`config.mk`:
```
export PLATFORM = sky130hd
export DESIGN_NAME = ifsb_top
export DESIGN_NICKNAME = d
export VERILOG_FILES = /design/src/hw/ifsb_pkg.sv /design/src/hw/ifsb_top.sv /design/src/hw/ifsb_flag_reg.sv
export VERILOG_INCLUDE_DIRS = /design/src /design/src/hw
export SDC_FILE = /design/constraint.sdc
export NUM_CORES = 1
export LEC_CHECK = 0
export BUFFER_PORTS_ARGS = -buffer_cell sky130_fd_sc_hd__buf_4
export CORE_MARGIN = 4
export CORE_UTILIZATION = 36
export DETAILED_ROUTE_END_ITERATION = 16
export GPL_ROUTABILITY_DRIVEN = 0
export GPL_TIMING_DRIVEN = 1
export PLACE_DENSITY = 0.87
export SLEW_MARGIN = 20
export SYNTH_ARGS = -nofsm -noshare
export SYNTH_HDL_FRONTEND = slang
export SYNTH_SLANG_ARGS = --single-unit
```
`constraint.sdc`:
```
create_clock -name clock -period 1.66 [get_ports clock]
set_input_delay 0.332 -clock clock [delete_from_list [all_inputs] [get_ports clock]]
set_output_delay 0.332 -clock clock [all_outputs]
set_load 0.005 [all_outputs]
```
`src/hw/ifsb_defines.svh`:
```
// Purpose: Offsets, field positions and reset values of the flag status bank
// Assumes: APB with 32-bit data, one aligned word per register
// Notes:   Flag registers are 16 bits wide, upper bus bits read as zero
`ifndef IFSB_DEFINES_SVH
`define IFSB_DEFINES_SVH

// ==========================================================================
// Register map
`define IFSB_OFF_GROUP_TWO    12'h000
`define IFSB_OFF_GROUP_THREE  12'h004
`define IFSB_ADDR_W           12

// ==========================================================================
// Group two fields
`define IFSB_G2_CAPTURE5      7
`define IFSB_G2_CAPTURE4      6
`define IFSB_G2_CAPTURE3      5
`define IFSB_G2_CAN_A_RX      2
`define IFSB_G2_SPORT_B_EVT   1
`define IFSB_G2_SPORT_B_ERR   0
`define IFSB_G2_IMPL_MASK     16'h00E7

// ==========================================================================
// Group three fields
`define IFSB_G3_DMA5          13
`define IFSB_G3_CODEC_EVT     12
`define IFSB_G3_CODEC_ERR     11
`define IFSB_G3_IMPL_MASK     16'h39FF

// ==========================================================================
// Reset values
`define IFSB_G2_RESET         16'h0000
`define IFSB_G3_RESET         16'h0000

`endif

```
`src/hw/ifsb_pkg.sv`:
```
// Purpose: Types shared by the flag status bank
// Assumes: Nothing beyond the defines header
// Notes:   Constants live in the header as macros
package ifsb_pkg;
  typedef logic [15:0] ifsb_flags_t;
  typedef enum logic [1:0] {
    IFSB_SEL_NONE,
    IFSB_SEL_G2,
    IFSB_SEL_G3
  } ifsb_sel_t;
endpackage : ifsb_pkg

```
`src/hw/ifsb_top.sv`:
```
// Purpose: Interrupt flag status bank, groups two and three, APB slave
// Assumes: Request inputs are same-clock logic, high for a request
// Notes:   APB slave with one wait state; unmapped addresses answer pslverr
`timescale 1ns/1ps
`default_nettype none
`include "ifsb_defines.svh"
module ifsb_top
  import ifsb_pkg::*;
(
  input  wire logic        clock,
  input  wire logic        resetn,
  input  wire logic        psel,
  input  wire logic        penable,
  input  wire logic        pwrite,
  input  wire logic [11:0] paddr,
  input  wire logic [31:0] pwdata,
  output var  logic [31:0] prdata,
  output var  logic        pready,
  output var  logic        pslverr,
  input  wire logic        capture5_req,
  input  wire logic        capture4_req,
  input  wire logic        capture3_req,
  input  wire logic        can_a_rx_ready_req,
  input  wire logic        serial_port_b_event_req,
  input  wire logic        serial_port_b_error_req,
  input  wire ifsb_flags_t group_two_other_req,
  input  wire logic        dma_channel5_done_req,
  input  wire logic        codec_iface_event_req,
  input  wire logic        codec_iface_error_req,
  input  wire ifsb_flags_t group_three_other_req,
  output var  ifsb_flags_t flag_reg_group_two,
  output var  ifsb_flags_t flag_reg_group_three
);
  ifsb_flags_t g2_set;
  ifsb_flags_t g3_set;
  ifsb_flags_t g2_q;
  ifsb_flags_t g3_q;
  ifsb_sel_t   sel;
  logic        wr_g2;
  logic        wr_g3;
  logic [31:0] prdata_next;
  logic        pslverr_next;
  logic        pready_next;
  ifsb_flags_t g2_out_next;
  ifsb_flags_t g3_out_next;

  // ==========================================================================
  // Address decode
  function automatic ifsb_sel_t decode(input logic [11:0] addr);
    case (addr)
      `IFSB_OFF_GROUP_TWO:   decode = IFSB_SEL_G2;
      `IFSB_OFF_GROUP_THREE: decode = IFSB_SEL_G3;
      default:               decode = IFSB_SEL_NONE;
    endcase
  endfunction : decode

  // A write lands only at the edge where the master samples pready high.
  // Landing it on the first access edge as well would store pwdata twice
  // and wipe a request that arrived in between.
  assign sel   = decode(paddr);
  assign wr_g2 = psel && penable && pready && pwrite && (sel == IFSB_SEL_G2);
  assign wr_g3 = psel && penable && pready && pwrite && (sel == IFSB_SEL_G3);

  // ==========================================================================
  // Request mapping
  always_comb begin
    g2_set = group_two_other_req;
    g2_set[`IFSB_G2_CAPTURE5]    = capture5_req;
    g2_set[`IFSB_G2_CAPTURE4]    = capture4_req;
    g2_set[`IFSB_G2_CAPTURE3]    = capture3_req;
    g2_set[`IFSB_G2_CAN_A_RX]    = can_a_rx_ready_req;
    g2_set[`IFSB_G2_SPORT_B_EVT] = serial_port_b_event_req;
    g2_set[`IFSB_G2_SPORT_B_ERR] = serial_port_b_error_req;
    g3_set = group_three_other_req;
    g3_set[`IFSB_G3_DMA5]      = dma_channel5_done_req;
    g3_set[`IFSB_G3_CODEC_EVT] = codec_iface_event_req;
    g3_set[`IFSB_G3_CODEC_ERR] = codec_iface_error_req;
  end

  ifsb_flag_reg #(
    .IMPL_MASK (`IFSB_G2_IMPL_MASK),
    .RESET_VAL (`IFSB_G2_RESET)
  ) u_group_two (
    .clock    (clock),
    .resetn   (resetn),
    .hw_set   (g2_set),
    .sw_we    (wr_g2),
    .sw_wdata (pwdata[15:0]),
    .flags    (g2_q)
  );

  ifsb_flag_reg #(
    .IMPL_MASK (`IFSB_G3_IMPL_MASK),
    .RESET_VAL (`IFSB_G3_RESET)
  ) u_group_three (
    .clock    (clock),
    .resetn   (resetn),
    .hw_set   (g3_set),
    .sw_we    (wr_g3),
    .sw_wdata (pwdata[15:0]),
    .flags    (g3_q)
  );

  // ==========================================================================
  // APB answer, registered; pready rises on the access phase's first edge
  always_comb begin
    pready_next  = psel && penable && !pready;
    prdata_next  = 32'h0000_0000;
    pslverr_next = 1'b0;
    if (psel && penable && !pready) begin
      case (sel)
        IFSB_SEL_G2: prdata_next = {16'h0000, g2_q};
        IFSB_SEL_G3: prdata_next = {16'h0000, g3_q};
        default:     pslverr_next = 1'b1;
      endcase
    end
    // Outputs lag the flags by one flop to keep every top output registered
    g2_out_next = g2_q;
    g3_out_next = g3_q;
  end

  always_ff @(posedge clock) begin
    if (!resetn) begin
      pready               <= 1'b0;
      prdata               <= 32'h0000_0000;
      pslverr              <= 1'b0;
      flag_reg_group_two   <= `IFSB_G2_RESET;
      flag_reg_group_three <= `IFSB_G3_RESET;
    end else begin
      pready               <= pready_next;
      prdata               <= prdata_next;
      pslverr              <= pslverr_next;
      flag_reg_group_two   <= g2_out_next;
      flag_reg_group_three <= g3_out_next;
    end
  end
endmodule : ifsb_top
`default_nettype wire

```
`src/hw/ifsb_flag_reg.sv`:
```
// Purpose: One 16-bit sticky flag register with software write
// Assumes: Requests are single-clock-domain logic pulses or levels
// Notes:   Hardware set wins over a software clear in the same cycle
`timescale 1ns/1ps
`default_nettype none
module ifsb_flag_reg
  import ifsb_pkg::*;
#(
  parameter ifsb_flags_t IMPL_MASK = 16'hFFFF,
  parameter ifsb_flags_t RESET_VAL = 16'h0000
) (
  input  wire logic        clock,
  input  wire logic        resetn,
  input  wire ifsb_flags_t hw_set,
  input  wire logic        sw_we,
  input  wire ifsb_flags_t sw_wdata,
  output var  ifsb_flags_t flags
);
  ifsb_flags_t flags_reg;
  ifsb_flags_t flags_next;

  // ==========================================================================
  // Next state
  always_comb begin
    flags_next = flags_reg;
    if (sw_we) begin
      flags_next = sw_wdata;
    end
    flags_next = (flags_next | hw_set) & IMPL_MASK;
  end

  always_ff @(posedge clock) begin
    if (!resetn) begin
      flags_reg <= RESET_VAL;
    end else begin
      flags_reg <= flags_next;
    end
  end

  assign flags = flags_reg;
endmodule : ifsb_flag_reg
`default_nettype wire

```
==> flow_metrics.tcl <==
set metrics [dict create \
    status "finished, final reports clean" \
    wl_per_cell_um 12.49 \
    finalPower_mw 2.196 \
    path_clk_slew_ns 0.09 \
    vdd_ir_drop_max_mv 0.3293 \
    layout_commonest_cell "buf_4" \
    wl_um 4385 \
    clk_path_buf_depth 2 \
    critPathRequiredTime_ns 1.84 \
    hold_ws_ns 0.2525 \
    cp.arrival_ns 1.71 \
    period_minus_slack_ns 1.527 \
    path_class "in -> reg" \
    io_buffers 78 \
    min_period_over_period_pct 92.00 \
    cts_buffers 5 \
    cts_tree "built" \
    crit_fanout 27 \
    hold_violations 0 \
    min_from "group_three_other_req[7]" \
    grt_max_degree 37 \
    mostFrequentLayoutCells "buf_4, dfxtp_1, conb_1" \
    drtAntennaViolNets 0 \
    drt-initial-drc-count 36 \
    cts_sinks 50 \
    clock_latency_ns 0.29 \
    start_kind "input port" \
    yosysSeqAreaShare_pct 48.40 \
    finalMaxSlewViolations 0 \
    synthCells 202 \
    start_util_pct 37.33 \
    hold-path-endpoint "u_group_three.flags[7]$_SDFF_PN0_" \
    critPathSlowestCell "nor4_4" \
    avgSynthCellArea_um2 10.24 \
    dieArea_um2 7022 \
    vias 1626 \
    netlist_area_um2 2068 \
    ff2ff_setup_slack_ns 0.30 \
    num_rows 27 \
    yosys_warnings 0 \
    nets 370 \
    instances_no_fill 351 \
    rsz0062_at_grt "false" \
    layout-drive-gt1-share_pct 34.41 \
    antenna_found_initial 0 \
    dp.cells 342 \
    root_buffer "clkbuf_8" \
    skew_ns 0.006431 \
    grt_pass1_vias 1587 \
    die_y_um 83.80 \
    n_antenna_cell 0 \
    p_leak_nw 1.322 \
    grt.total_usage_pct 11.98 \
    fmax_mhz 654.8 \
    viasPerCell 4.632 \
    hold_path_depth 2 \
    r2r_cells 3 \
    crit_start "paddr[5]" \
    synth_seq_cells 50 \
    place_hpwl_um 3362 \
    cap_violations 0 \
    ios 156 \
    r2r_end "u_group_two.flags[2]$_SDFF_PN0_" \
    pwr_density_cell_nw_per_um2 809.5 \
    fillers 544 \
    overflow 0 \
    dpl_cell_area_um2 2587 \
    design_area_um2 2713 \
    setup_viol 0 \
    htreeDepth 2 \
    core_area_um2 5540 \
    critPathCaptureType "flip-flop" \
    dr.pass1.iters 4 \
    die_w_um 83.80 \
    synth.distinct_cells 22 \
    drc 0 \
    reg2reg_from "pready$_SDFF_PN0_" \
    cp_cell_sequence "buf_4 -> nor4_4 -> nand4_1 -> inv_1 -> ha_2 -> buf_12 -> a21boi_0 -> o31a_1" \
    area_growth_pct 31.16 \
    hp-class "in -> reg" \
    grt_pass1_wl_um 6824 \
    max_stage_delay_ns 0.28 \
]
worst max path at each step:
stage	end	slack, ns
after floorplan	u_group_three.flags[11]$_SDFF_PN0_	0.002
after global placement	u_group_two.flags[2]$_SDFF_PN0_	-0.26
after detailed placement	u_group_two.flags[0]$_SDFF_PN0_	-0.34
after CTS	u_group_three.flags[3]$_SDFF_PN0_	0.009
after global routing	u_group_three.flags[3]$_SDFF_PN0_	0.02
final	u_group_three.flags[3]$_SDFF_PN0_	0.13
critical path: cells and delay by family:
kind,cells,cell delay [ns]
adders and majority gates,1,0.20
AOI/OAI and AO/OA,2,0.37
and+or+nand+nor,2,0.44
buffers and inverters,3,0.36
per-stage QoR:
step	TNS (ns)	util, %	worst slack, ns
CTS	0	48.51	0.008633
finish	0	48.96	0.1328
detailed placement	-5.851	46.70	-0.3362
global placement	-4.990	46.70	-0.2639
global route	0	48.96	0.02288
floorplan	0	-	0.002171
where the power goes:
part	switching, mW	leakage, nW	total, mW	internal [mW]
Combinational	0.0912	0.866	0.238	0.147
Clock	0.380	0.0441	0.676	0.296
Sequential	0.0265	0.413	1.28	1.26
synthesized netlist by cell type (all sizes together):
cell type / number / share of area (%)
inv: 3 / 0.54
nor3: 1 / 0.24
clkbuf: 5 / 0.97
o31a: 18 / 7.6
nor4: 2 / 0.60
ha: 2 / 1.2
and4b: 1 / 0.48
and2: 19 / 5.7
dfxtp: 50 / 48
a21boi: 18 / 6.5
a22oi: 6 / 2.2
nand4: 2 / 0.60
buf: 42 / 15
and3: 24 / 7.3
and4: 1 / 0.54
conb: 1 / 0.18
nand2b: 1 / 0.30
nor2: 6 / 1.1
cell families (layout without fill, tap and decap cells):
| group | after synthesis | after routing | share of synthesized area, % |
|---|---|---|---|
| simple gates | 57 | 57 | 16.88 |
| flops | 50 | 50 | 48.40 |
| buf+inv | 50 | 94 | 17.00 |
| compound gates | 42 | 42 | 16.33 |
| fa+ha+maj | 2 | 2 | 1.210 |
| other cells | 1 | 34 | 0.1813 |
repair_timing:
| item | 4_1_cts | 5_1_grt |
|---|---|---|
| hold buffers | 0 | 0 |
| pin swaps | 0 | 2 |
| gates resized for setup | 1 | 2 |
| setup endpoints to repair | 5 | 21 |
| cloned | 0 | 0 |
| buffers inserted | 0 | 1 |
area by class of cell:
type                            count  area, um^2  share of cell area [%]
Inverter                            3       11.26                  0.4151
Multi-Input combinational cell    135       884.6                   32.61
Sequential cell                    50        1001                   36.90
Clock inverter                      3       21.27                  0.7841
Timing Repair Buffer               83       635.6                   23.43
Tap cell                           72       90.09                   3.321
Clock buffer                        5       68.82                   2.537
routing by layer:
layer  global-route usage, %  part of all wire, %  up-vias
li1                        -                    -      778
met1                   11.43                   36      744
met2                   22.42                   51       93
met3                   4.146                   11       11
met4                   6.140                  2.5        0
met5                       0                    0        -
Note: power is estimated with default switching activity, not from simulation.
